File: src/dcd_pkg.sv
/*
  Shared constants, encodings and the recovery sequence table of the
  command decoder pair. Assumes a single 200 MHz clock on both ends.
*/
package dcd_pkg;

  // ---------------------------------------------------------------
  // Widths and timing
  // ---------------------------------------------------------------
  localparam int BA_W          = 3;
  localparam int ADDR_W        = 14;
  localparam int NUM_BANKS     = 8;
  localparam int CLK_PS        = 5000;
  localparam int TDELAY_NS     = 20;
  localparam int TDELAY_CYC    = (TDELAY_NS * 1000 + CLK_PS - 1) / CLK_PS;
  localparam int CLK_STABLE_NS = 200;
  localparam int CLK_STABLE_CYC =
    (CLK_STABLE_NS * 1000 + CLK_PS - 1) / CLK_PS;
  localparam int INIT_GAP_CYC  = 4;
  localparam int INIT_STEPS    = 10;

  // ---------------------------------------------------------------
  // Address field positions and mode values
  // ---------------------------------------------------------------
  localparam int A10_POS      = 10;
  localparam int DLL_RST_POS  = 8;
  localparam logic [2:0] BL4_CODE = 3'h2;
  localparam logic [2:0] BL8_CODE = 3'h3;
  localparam logic [2:0] BL4_HALF = 3'h2;
  localparam logic [2:0] BL8_HALF = 3'h4;

  // ---------------------------------------------------------------
  // Decoded commands
  // ---------------------------------------------------------------
  typedef enum logic [3:0] {
    C_NOP  = 4'h0, C_MRS  = 4'h1, C_REF  = 4'h2, C_SRE  = 4'h3,
    C_PRE  = 4'h4, C_PREA = 4'h5, C_ACT  = 4'h6, C_WR   = 4'h7,
    C_WRA  = 4'h8, C_RD   = 4'h9, C_RDA  = 4'ha, C_PDE  = 4'hb,
    C_EXIT = 4'hc, C_ILL  = 4'hd, C_HOLD = 4'he
  } dcd_cmd_t;

  // Device power and recovery state, Gray along the usual path
  typedef enum logic [1:0] {
    S_ACTIVE = 2'h0, S_PDOWN = 2'h1, S_SREF = 2'h3, S_REINIT = 2'h2
  } dcd_dev_st_t;

  // Recovery sequence: command and bank for each step
  function automatic logic [6:0] init_step(input logic [3:0] idx);
    case (idx)
      4'h0:    init_step = {C_PREA, 3'h0};
      4'h1:    init_step = {C_MRS,  3'h2};
      4'h2:    init_step = {C_MRS,  3'h3};
      4'h3:    init_step = {C_MRS,  3'h1};
      4'h4:    init_step = {C_MRS,  3'h0};
      4'h5:    init_step = {C_PREA, 3'h0};
      4'h6:    init_step = {C_REF,  3'h0};
      4'h7:    init_step = {C_REF,  3'h0};
      4'h8:    init_step = {C_MRS,  3'h0};
      4'h9:    init_step = {C_MRS,  3'h1};
      default: init_step = {C_NOP,  3'h0};
    endcase
  endfunction

endpackage

File: src/dcd_if.sv
/*
  Command and address pins between controller and memory device.
  Assumes both ends share one clock; clk_run shows the clock toggling.
*/
`timescale 1ns/1ps
interface dcd_if;

  // ---------------------------------------------------------------
  // Pins
  // ---------------------------------------------------------------
  logic                      cke;
  logic                      cs_n;
  logic                      ras_n;
  logic                      cas_n;
  logic                      we_n;
  logic [dcd_pkg::BA_W-1:0]  ba;
  logic [dcd_pkg::ADDR_W-1:0] a;
  logic                      odt;
  logic                      clk_run;

  modport dev (
    input cke, cs_n, ras_n, cas_n, we_n, ba, a, odt, clk_run
  );
  modport ctl (
    output cke, cs_n, ras_n, cas_n, we_n, ba, a, odt, clk_run
  );

endinterface

File: src/dcd_device.sv
/*
  Device end: decodes sampled CKE history and command pins into
  commands, tracks power state, bursts, open banks and recovery.
  Assumes pins are synchronous to clk_i and driven by the controller.
*/
`timescale 1ns/1ps

module dcd_device (
  input  wire logic                        clk_i,
  input  wire logic                        nrst_i,
  dcd_if.dev                               pins,
  output logic                             cmd_valid_o,
  output logic [3:0]                       cmd_o,
  output logic [dcd_pkg::BA_W-1:0]         bank_o,
  output logic [dcd_pkg::ADDR_W-1:0]       addr_o,
  output logic                             mr_we_o,
  output logic [1:0]                       state_o,
  output logic                             burst_o,
  output logic [dcd_pkg::NUM_BANKS-1:0]    bank_open_o,
  output logic                             init_done_o,
  output logic                             array_lost_o,
  output logic                             odt_en_o
);

  // -------------------------------------------------------------
  // Command decode
  // -------------------------------------------------------------
  function automatic logic [3:0] decode(input logic prev, input logic cur,
    input logic cs_n, input logic [2:0] rcw, input logic a10);
    logic nop_like;
    nop_like = cs_n || (rcw == 3'h7);
    if (!prev) begin
      // Only exit encodings count while CKE was low
      decode = (cur && nop_like) ? dcd_pkg::C_EXIT : dcd_pkg::C_HOLD;
    end else if (!cur) begin
      decode = nop_like ? dcd_pkg::C_PDE :
               ((rcw == 3'h1) ? dcd_pkg::C_SRE : dcd_pkg::C_ILL);
    end else if (cs_n) begin
      decode = dcd_pkg::C_NOP;
    end else begin
      case (rcw)
        3'h0:    decode = dcd_pkg::C_MRS;
        3'h1:    decode = dcd_pkg::C_REF;
        3'h2:    decode = a10 ? dcd_pkg::C_PREA : dcd_pkg::C_PRE;
        3'h3:    decode = dcd_pkg::C_ACT;
        3'h4:    decode = a10 ? dcd_pkg::C_WRA : dcd_pkg::C_WR;
        3'h5:    decode = a10 ? dcd_pkg::C_RDA : dcd_pkg::C_RD;
        3'h7:    decode = dcd_pkg::C_NOP;
        default: decode = dcd_pkg::C_ILL;
      endcase
    end
  endfunction

  logic                        cke_q;
  logic [3:0]                  cmd;
  logic                        is_rw;
  logic                        is_ap;
  dcd_pkg::dcd_dev_st_t        st_q;
  dcd_pkg::dcd_dev_st_t        st_d;
  logic                        acc;
  logic                        lost;
  logic [3:0]                  step_q;
  logic [2:0]                  bcnt_q;
  logic                        bl4_q;
  logic [6:0]                  step_exp;

  // Previous-cycle CKE level
  always_ff @(posedge clk_i or negedge nrst_i) begin
    if (!nrst_i) begin
      cke_q <= 1'b0;
    end else begin
      cke_q <= pins.cke;
    end
  end

  // Decode of the sampled pins, ODT takes no part
  assign cmd = decode(cke_q, pins.cke, pins.cs_n,
                      {pins.ras_n, pins.cas_n, pins.we_n},
                      pins.a[dcd_pkg::A10_POS]);
  assign is_rw = (cmd == dcd_pkg::C_RD) || (cmd == dcd_pkg::C_RDA) ||
                 (cmd == dcd_pkg::C_WR) || (cmd == dcd_pkg::C_WRA);
  assign is_ap = (cmd == dcd_pkg::C_RDA) || (cmd == dcd_pkg::C_WRA);
  assign burst_o = (bcnt_q != 3'h0);
  assign step_exp = dcd_pkg::init_step(step_q);

  // -------------------------------------------------------------
  // Power and recovery state machine
  // -------------------------------------------------------------
  always_comb begin
    st_d = st_q;
    acc  = 1'b0;
    lost = 1'b0;
    case (st_q)
      dcd_pkg::S_ACTIVE: begin
        case (cmd)
          dcd_pkg::C_SRE, dcd_pkg::C_PDE: begin
            lost = burst_o;
            acc  = !burst_o;
            st_d = (cmd == dcd_pkg::C_SRE) ? dcd_pkg::S_SREF :
                   dcd_pkg::S_PDOWN;
          end
          dcd_pkg::C_ILL: begin
            lost = !pins.cke;
          end
          dcd_pkg::C_MRS, dcd_pkg::C_REF, dcd_pkg::C_PRE,
          dcd_pkg::C_PREA, dcd_pkg::C_ACT: begin
            acc = 1'b1;
          end
          dcd_pkg::C_RD, dcd_pkg::C_RDA, dcd_pkg::C_WR,
          dcd_pkg::C_WRA: begin
            acc = !(bl4_q && burst_o);
          end
          default: begin
            acc = 1'b0;
          end
        endcase
        st_d = lost ? dcd_pkg::S_REINIT : st_d;
      end
      dcd_pkg::S_PDOWN, dcd_pkg::S_SREF: begin
        acc = (st_q == dcd_pkg::S_SREF) ? pins.cke :
              (cmd == dcd_pkg::C_EXIT);
        if (acc) begin
          st_d = dcd_pkg::S_ACTIVE;
        end
      end
      dcd_pkg::S_REINIT: begin
        if (cke_q && !pins.cke) begin
          lost = 1'b1;
        end else if (cmd == step_exp[6:3] &&
                     (cmd != dcd_pkg::C_MRS ||
                      pins.ba == step_exp[2:0])) begin
          acc = 1'b1;
          if (step_q == 4'(dcd_pkg::INIT_STEPS - 1)) begin
            st_d = dcd_pkg::S_ACTIVE;
          end
        end
      end
      default: begin
        st_d = dcd_pkg::S_REINIT;
      end
    endcase
  end

  // State register; reset leaves the device awaiting initialization
  always_ff @(posedge clk_i or negedge nrst_i) begin
    if (!nrst_i) begin
      st_q <= dcd_pkg::S_REINIT;
    end else begin
      st_q <= st_d;
    end
  end

  // Recovery step counter
  always_ff @(posedge clk_i or negedge nrst_i) begin
    if (!nrst_i) begin
      step_q <= 4'h0;
    end else if (lost) begin
      step_q <= 4'h0;
    end else if (acc && st_q == dcd_pkg::S_REINIT) begin
      step_q <= (st_d == dcd_pkg::S_ACTIVE) ? 4'h0 : step_q + 4'h1;
    end
  end

  // Array loss flag, held until recovery completes
  always_ff @(posedge clk_i or negedge nrst_i) begin
    if (!nrst_i) begin
      array_lost_o <= 1'b0;
    end else if (lost) begin
      array_lost_o <= 1'b1;
    end else if (st_q == dcd_pkg::S_REINIT &&
                 st_d == dcd_pkg::S_ACTIVE) begin
      array_lost_o <= 1'b0;
    end
  end

  // -------------------------------------------------------------
  // Bursts and mode
  // -------------------------------------------------------------
  // Burst length from mode register zero
  always_ff @(posedge clk_i or negedge nrst_i) begin
    if (!nrst_i) begin
      bl4_q <= 1'b1;
    end else if (acc && cmd == dcd_pkg::C_MRS && pins.ba == 3'h0) begin
      bl4_q <= (pins.a[2:0] == dcd_pkg::BL4_CODE);
    end
  end

  // Burst cycle counter; NOP and deselect let it run out
  always_ff @(posedge clk_i or negedge nrst_i) begin
    if (!nrst_i) begin
      bcnt_q <= 3'h0;
    end else if (lost) begin
      bcnt_q <= 3'h0;
    end else if (acc && is_rw) begin
      bcnt_q <= bl4_q ? dcd_pkg::BL4_HALF : dcd_pkg::BL8_HALF;
    end else if (burst_o) begin
      bcnt_q <= bcnt_q - 3'h1;
    end
  end

  // Open row per bank
  genvar b;
  generate
    for (b = 0; b < dcd_pkg::NUM_BANKS; b++) begin : g_bank
      logic hit;
      assign hit = (pins.ba == 3'(b));
      always_ff @(posedge clk_i or negedge nrst_i) begin
        if (!nrst_i) begin
          bank_open_o[b] <= 1'b0;
        end else if (lost || (acc && cmd == dcd_pkg::C_PREA)) begin
          bank_open_o[b] <= 1'b0;
        end else if (acc && hit) begin
          if (cmd == dcd_pkg::C_ACT) begin
            bank_open_o[b] <= 1'b1;
          end else if (cmd == dcd_pkg::C_PRE || is_ap) begin
            bank_open_o[b] <= 1'b0;
          end
        end
      end
    end
  endgenerate

  // -------------------------------------------------------------
  // Command outputs
  // -------------------------------------------------------------
  always_ff @(posedge clk_i or negedge nrst_i) begin
    if (!nrst_i) begin
      cmd_valid_o <= 1'b0;
      cmd_o       <= dcd_pkg::C_NOP;
      bank_o      <= '0;
      addr_o      <= '0;
      mr_we_o     <= 1'b0;
    end else begin
      cmd_valid_o <= acc;
      mr_we_o     <= acc && (cmd == dcd_pkg::C_MRS);
      if (acc) begin
        cmd_o  <= (st_q == dcd_pkg::S_SREF) ? dcd_pkg::C_EXIT : cmd;
        bank_o <= pins.ba;
        addr_o <= pins.a;
      end
    end
  end

  // Status outputs
  always_ff @(posedge clk_i or negedge nrst_i) begin
    if (!nrst_i) begin
      state_o     <= dcd_pkg::S_REINIT;
      init_done_o <= 1'b0;
      odt_en_o    <= 1'b0;
    end else begin
      state_o     <= st_d;
      init_done_o <= (st_d != dcd_pkg::S_REINIT);
      odt_en_o    <= pins.odt && (st_d != dcd_pkg::S_SREF);
    end
  end

endmodule

File: src/flat_wrapper.sv
// flat-port wrapper written by rule: the top's interface ports become plain ports
module dcd_device_flat 
  (clk_i, nrst_i, cmd_valid_o, cmd_o, bank_o, addr_o, mr_we_o, state_o, burst_o, bank_open_o, init_done_o, array_lost_o, odt_en_o, pins_cke, pins_cs_n, pins_ras_n, pins_cas_n, pins_we_n, pins_ba, pins_a, pins_odt, pins_clk_run);
  dcd_if pins_i ();
  input  wire logic clk_i;
  input  wire logic nrst_i;
  output logic cmd_valid_o;
  output logic [3:0] cmd_o;
  output logic [dcd_pkg::BA_W-1:0] bank_o;
  output logic [dcd_pkg::ADDR_W-1:0] addr_o;
  output logic mr_we_o;
  output logic [1:0] state_o;
  output logic burst_o;
  output logic [dcd_pkg::NUM_BANKS-1:0] bank_open_o;
  output logic init_done_o;
  output logic array_lost_o;
  output logic odt_en_o;
  input wire logic [$bits(pins_i.cke)-1:0] pins_cke;
  input wire logic [$bits(pins_i.cs_n)-1:0] pins_cs_n;
  input wire logic [$bits(pins_i.ras_n)-1:0] pins_ras_n;
  input wire logic [$bits(pins_i.cas_n)-1:0] pins_cas_n;
  input wire logic [$bits(pins_i.we_n)-1:0] pins_we_n;
  input wire logic [$bits(pins_i.ba)-1:0] pins_ba;
  input wire logic [$bits(pins_i.a)-1:0] pins_a;
  input wire logic [$bits(pins_i.odt)-1:0] pins_odt;
  input wire logic [$bits(pins_i.clk_run)-1:0] pins_clk_run;
  assign pins_i.cke = pins_cke;
  assign pins_i.cs_n = pins_cs_n;
  assign pins_i.ras_n = pins_ras_n;
  assign pins_i.cas_n = pins_cas_n;
  assign pins_i.we_n = pins_we_n;
  assign pins_i.ba = pins_ba;
  assign pins_i.a = pins_a;
  assign pins_i.odt = pins_odt;
  assign pins_i.clk_run = pins_clk_run;
  dcd_device u_core (.clk_i(clk_i), .nrst_i(nrst_i), .pins(pins_i), .cmd_valid_o(cmd_valid_o), .cmd_o(cmd_o), .bank_o(bank_o), .addr_o(addr_o), .mr_we_o(mr_we_o), .state_o(state_o), .burst_o(burst_o), .bank_open_o(bank_open_o), .init_done_o(init_done_o), .array_lost_o(array_lost_o), .odt_en_o(odt_en_o));
endmodule
File: config.mk
export PLATFORM = sky130hd
export DESIGN_NAME = dcd_device_flat
export DESIGN_NICKNAME = d
export VERILOG_FILES = /design/src/dcd_pkg.sv /design/src/dcd_if.sv /design/src/dcd_device.sv /design/src/flat_wrapper.sv
export SDC_FILE = /design/constraint.sdc
export NUM_CORES = 1
export LEC_CHECK = 0
export BUFFER_PORTS_ARGS = -buffer_cell sky130_fd_sc_hd__buf_2
export CORE_MARGIN = 2
export CORE_UTILIZATION = 45
export CTS_BUF_LIST = sky130_fd_sc_hd__clkbuf_4
export CTS_CLUSTER_DIAMETER = 60
export CTS_CLUSTER_SIZE = 28
export DETAILED_ROUTE_END_ITERATION = 12
export GPL_TIMING_DRIVEN = 0
export PLACE_DENSITY = 0.68
export SYNTH_ARGS = -nofsm -noshare
export SYNTH_HDL_FRONTEND = slang
export SYNTH_SLANG_ARGS = --single-unit
File: constraint.sdc
create_clock -name clk_i -period 3.35 [get_ports clk_i]
set_input_delay 1.005 -clock clk_i [delete_from_list [all_inputs] [get_ports clk_i]]
set_output_delay 1.005 -clock clk_i [all_outputs]
set_load 0.01 [all_outputs]
Yosys cells after proc, flatten, opt, wreduce, memory -nomap -nowiden
Memories as Yosys holds them, arrays and structs flattened.
Cells that the tools add are included.
{ "totals": {"ff_bits": 45, "mem_bits_ro": 80, "input_bits": 26, "word_cells": 174, "mem_count": 1} }
{ "mem_list": {"columns": ["memory", "words", "word_bits", "read_ports", "rd_ports_with_merged_regs", "wr", "line", "text"], "rows": [
  ["(name not given)", 16, 5, 1, 0, 0, "dcd_pkg.sv:49", "case (idx)"]
]} }
{ "op_classes": {"n_addsub": 2, "n_eq_ne": 36, "mux": 55, "reduce_logical": 59} }
{ "op_table": {"columns": ["op", "count"], "rows": [
  ["2-to-1 mux 4 bit", 10],
  ["equality test 4 bit (second input constant)", 7],
  ["one-hot mux 4 bit (7 select lines)", 1],
  ["2-to-1 mux 1 bit", 26],
  ["equality test 3 bit (second input constant)", 7],
  ["nonzero test 2 bit", 10],
  ["logical AND 1 bit", 19],
  ["2-to-1 mux 2 bit", 9],
  ["equality test 4 x 3 -> 1 bit (second input constant)", 4],
  ["AND reduction 2 bit", 8],
  ["equality test 3 x 2 -> 1 bit (second input constant)", 5],
  ["2-to-1 mux 3 bit", 4],
  ["nonzero test 3 bit", 3],
  ["equality test 4 x 2 -> 1 bit (second input constant)", 2],
  ["logical OR 1 bit", 8],
  ["equality test 3 x 1 -> 1 bit (second input constant)", 2],
  ["logical NOT 3 bit", 2],
  ["one-hot mux 1 bit (3 select lines)", 2],
  ["one-hot mux 2 bit (3 select lines)", 1],
  ["OR reduction 5 bit", 1],
  ["adder 4 x 1 -> 4 bit (second input constant)", 1],
  ["equality test 2 bit (second input constant)", 2],
  ["equality test 4 x 1 -> 1 bit (second input constant)", 1],
  ["equality test 4 bit", 1],
  ["10 further kinds", 16]
]} }

Longest topological paths before layout
{ "depth": {"word_depth": 15, "depth_mapped": 11} }

Worst setup path before layout
Ideal clock, no wire load.
{ "synth_timing": {"path_kind": "input-to-reg", "start": "in pins_we_n", "end": "reg u_core.addr_o[11] (netlist bit)", "setup_ps": 125, "arrival_ps": 3144, "required_time_ps": 3225, "setup_slack_ps": 81, "cell_stages": 9, "n_path_buf": 2, "path_cell_list": "buf_2 -> nor4b_1 -> o211ai_1 -> a311oi_1 -> a311oi_4 -> and2_4 -> nor2_4 -> buf_6 -> mux2_4"} }
{ "synth_via": {"elab_chain_cells": 11} }
{ "synth_lines": {"columns": ["item", "line", "text"], "rows": [
  ["start, declared", "flat_wrapper.sv:22", "input wire logic [$bits(pins_i.we_n)-1:0] pins_we_n;"],
  ["equality test 3 bit (tied with other cells)", "dcd_device.sv:31, dcd_device.sv:41", null],
  ["one-hot mux 4 bit (7 select lines) (tied with other cells)", "dcd_device.sv:41", "case (rcw)"],
  ["2-to-1 mux 4 bit (tied with other cells)", "dcd_device.sv:38", "end else if (cs_n) begin"],
  ["2-to-1 mux 4 bit or 2-to-1 mux 2 bit (tied branches)", "dcd_device.sv:35, dcd_device.sv:34", null],
  ["2-to-1 mux 4 bit *", "dcd_device.sv:32", "if (!prev) begin"],
  ["branches (longest 5 deep; another with OR reduction 5 bit)", null, null],
  ["one-hot mux 1 bit (3 select lines) *", "dcd_device.sv:93", "case (st_q)"],
  ["end signal, assigned", "dcd_device.sv:239", "addr_o <= pins.a;"],
  ["end, declared", "dcd_device.sv:15", "output logic [dcd_pkg::ADDR_W-1:0] addr_o,"]
]} }
Every way passes the cells marked *.
A chain may end at the register's enable or synchronous reset.

Worst setup path after layout
{ "layout_timing": {"start": "in pins_we_n", "end": "reg u_core.bank_open_o[0] (netlist bit)"} }
{ "layout_via": {"elab_chain_cells": 15} }
{ "layout_lines": {"columns": ["item", "line", "text"], "rows": [
  ["equality test 3 bit (tied with other cells)", "dcd_device.sv:31, dcd_device.sv:41", null],
  ["one-hot mux 4 bit (7 select lines) (tied with other cells)", "dcd_device.sv:41", null],
  ["2-to-1 mux 4 bit (tied with other cells)", "dcd_device.sv:38", null],
  ["2-to-1 mux 4 bit or 2-to-1 mux 2 bit (tied branches)", "dcd_device.sv:35, dcd_device.sv:34", null],
  ["2-to-1 mux 4 bit *", "dcd_device.sv:32", null],
  ["branches (longest 10 deep; another with OR reduction 5 bit)", null, null],
  ["end signal, assigned by index", "dcd_device.sv:209", "bank_open_o[b] <= 1'b0;"],
  ["end signal, assigned by index", "dcd_device.sv:211", "bank_open_o[b] <= 1'b0;"],
  ["end signal, assigned by index", "dcd_device.sv:214", "bank_open_o[b] <= 1'b1;"],
  ["end, declared", "dcd_device.sv:19", "output logic [dcd_pkg::NUM_BANKS-1:0] bank_open_o,"]
]} }
Every way passes the cells marked *. The select of a mux whose other input is x is not followed.

==> summary.txt <==
Worst hold path
  • Hold Path Class: flip-flop to flip-flop
  • Hold path endpoint: u_core.addr_o[2]
  • Min-delay src: u_core.addr_o[2]
  • Worst hold path depth: 1

Synthesis
  • Synthesized instance count: 291
  • Leading cell types by count after synthesis: 43 x dfrtp_1, 26 x nand2_1, 16 x nor2_1, 14 x mux2_4
  • Synthesized net count: 322
  • Leading area contributor after synthesis: dfrtp_1
  • Register area share after synthesis: 39.1%
  • Count of cell types in the netlist: 67
  • Syn Area/Cell: 9.92 µm²
  • Post-synth ARST share: 100%
  • Post-synth EDFFs: 0
  • Ys flop type: dfrtp_1
  • Register bit count reported by yosys: 45
  • Most frequent cell after synthesis: dfrtp_1
  • Synth warn: 0
  • Area contributors post-synth: dfrtp_1 37%, mux2_4 7.3%, nand2_1 3.4%, o211ai_1 3.1%, mux2_2 2.7%
  • Post-synth top area share: 37.3%
  • Synth Cell Area: 2890 µm²

Placement
  • Port Buffer Count: 61
  • Post-placement cell area: 3290 µm²
  • RD Place Congestion: 0.928
  • Post-DP HPWL: 5.23 mm
  • DP Cell Count: 429

Timing
  • Worst Clk Skew: 0.00969 ns
  • Fmax achieved: 309 MHz
  • Min cycle time layout: 3.23 ns
  • Final period utilization: 96.5%
  • Hold Fails Final Rpt: 0
  • Worst slew pin tran: 0.969 ns
  • Slew HR: 35.4%
  • # setup viols final: 0
  • RSZ-0062 raised after global routing: no
  • Slew Limit Fails: 0

Power
  • PwrDens: 512 nW/µm²
  • Leakage: 0.00152 µW
  • Peak VDD IR: 0.000384 V

Floorplanning
  • IO Pins: 63
  • Die area: 7070 µm²
  • Row count: 29
  • Die Ht: 84.1 µm
  • Die W: 84.1 µm
  • Initial Util: 46.0%
  • Core region area: 6280 µm²

Job
  • Max-cap violations: 0

Setup path
  • R2r setup slk: 0.43 ns
  • Setup crit start kind: primary input
  • Crit path required time: 3.63 ns
  • Reg2reg start: u_core.step_q[1]
  • Critical path peak fanout: 10
  • Arr. time, crit path: 3.52 ns
  • CP Capture Type: flip-flop
  • Setup CP Type: primary input to flip-flop
  • Reg2reg end: u_core.bank_open_o[0]
  • Reg2Reg Depth: 11

Layout
  • Post-route cell area: 3410 µm²
  • Layout area overhead: 18.3%
  • Antenna diode count: 0
  • Post-Layout Cell Count: 441
  • # nets final: 394
  • Ratio of cells with drive above 1 in the final layout: 33.5%

Global route
  • First-pass GRT wire length: 11.7 mm
  • Vias in the first global route: 2,352
  • Largest net degree at the start of global routing: 46
  • Initial antenna violation count: 0
  • Global route overflow: 0
  • GRT Overall Usage: 20.1%

Clock tree
  • Maximum clock insertion buffer count: 2
  • Clock Root Buffer: clkbuf_4
  • H-tree depth: 2
  • CTS tree: done
  • Worst-path clk slew: 0.15 ns
  • Clock insertion delay at the later pin of the skew report: 0.38 ns
  • CTS sink cnt: 45
  • TritonCTS Buffers: 5

Run status
  • Outcome: complete, no violations

Detailed routing
  • Drt first-iter violations: 109
  • Vias per cell: 5.76
  • Total Routed Length: 7.04 mm
  • Antenna viol nets, final: 0
  • DR vias: 2,540
  • WL/cell: 16.0 µm
  • Drt first pass iters: 4
  • # DRC: 0
-- state kept, by name, summed over array words and instances (netlist names) --
register / flops
u_core.cmd_valid_o: 1
u_core.bank_open_o: 8
u_core.addr_o: 14
u_core.step_q: 4
u_core.bcnt_q: 3
u_core.init_done_o: 1
u_core.bl4_q: 1
u_core.cke_q: 1
u_core.st_q: 2
u_core.odt_en_o: 1
u_core.array_lost_o: 1
u_core.bank_o: 3
u_core.mr_we_o: 1
u_core.cmd_o: 4
-- layer usage --
layer	vias up	global-route usage, %	part of all wire (%)	wire length [µm]
li1	1236	-	-	-
met1	1234	28.7	48	3380
met2	63	31.6	47	3340
met3	7	3.26	3.4	242
met4	0	5.57	1.0	73
met5	-	0	0	0
-- how the worst max path moves through the flow --
| stage | start | end | slack [ns] | cells after the start |
|---|---|---|---|---|
| after global placement | pins_we_n | u_core.bank_open_o[4] | -0.44 | 9 |
| after global routing | pins_ras_n | u_core.bank_open_o[4] | 0.0001 | 10 |
| final | pins_we_n | u_core.bank_open_o[0] | 0.12 | 10 |
| after floorplan | pins_we_n | u_core.addr_o[11] | 0.08 | 9 |
| after CTS | pins_we_n | u_core.bank_open_o[0] | 0.08 | 9 |
| after detailed placement | pins_we_n | u_core.bank_open_o[3] | -0.42 | 9 |
-- metrics by stage --
stage / total power, µW / worst slack (ns) / TNS [ns] / hold slack (ns) / utilization [%]
2_1_floorplan: 1230 / 0.0809 / 0 / 0.511 / -
3_3_place_gp: 1450 / -0.442 / -11.46 / 0.485 / 52.4
3_5_place_dp: 1470 / -0.421 / -11.85 / 0.491 / 52.4
4_1_cts: 1760 / 0.0797 / 0 / 0.526 / 53.7
5_1_grt: 1860 / 0.000138 / 0 / 0.542 / 54.4
6_report: 1750 / 0.117 / 0 / 0.520 / 54.4
-- layout by cell type (no fill, tap or decap), drive strengths merged, types with 2 or more instances in the layout --
cell,instances
o211ai,13
a21boi,4
nor2,18
o22ai,2
nor3b,2
and2,3
dfrtp,43
mux2,21
nand3,9
inv,11
o31ai,3
nand2b,8
o2111ai,3
a311oi,4
or3,3
buf,73
mux2i,2
nand4,11
nand2,27
nor4,4
a21oi,5
a211oi,10
o21ai,14
nor2b,4
and3,4
ha,5
xnor2,4
xor2,2
dfstp,2
a211o,3
a31oi,3
nor3,7
clkbuf,15
-- repair_timing --
| item | 4_1_cts | 5_1_grt |
|---|---|---|
| gates resized for setup | 3 | 2 |
| hold buffers | 0 | 0 |
| buffers inserted | 0 | 4 |
| pin swaps | 0 | 3 |
| setup endpoints to repair | 12 | 25 |
| cloned | 0 | 0 |
-- cells by family (layout without fill, tap and decap cells) --
group	after synthesis	after routing	synth area share, %
xor+xnor	6	6	1.82
mux	23	23	10.7
flops	45	45	39.1
simple gates	106	106	19.9
buf+inv	28	101	4.60
fa+ha+maj	5	5	2.17
compound gates	78	78	21.7
-- power by group --
group          internal (µW)  switching [µW]
clock                   85.9             200
sequential               693            77.6
combinational            347             344
-- critical path, stage by stage --
cell	delay, ns
buf_2	0.10
buf_2	0.16
nor4b_2	0.18
o211ai_1	0.45
a311oi_2	0.14
a311oi_4	0.60
and2_4	0.29
buf_4	0.18
o21ai_0	0.13
a211oi_1	0.27
-- layout make-up --
class	instances	area [µm²]
fill	593	2860
multi-input combinational	218	1660
sequential	45	1130
timing repair buffer	65	335
tap	77	96.3
buffer	18	95.1
clock buffer	5	37.5
inverter	10	37.5
clock inverter	3	25.0
No activity file was read; power rests on OpenSTA's default activity.
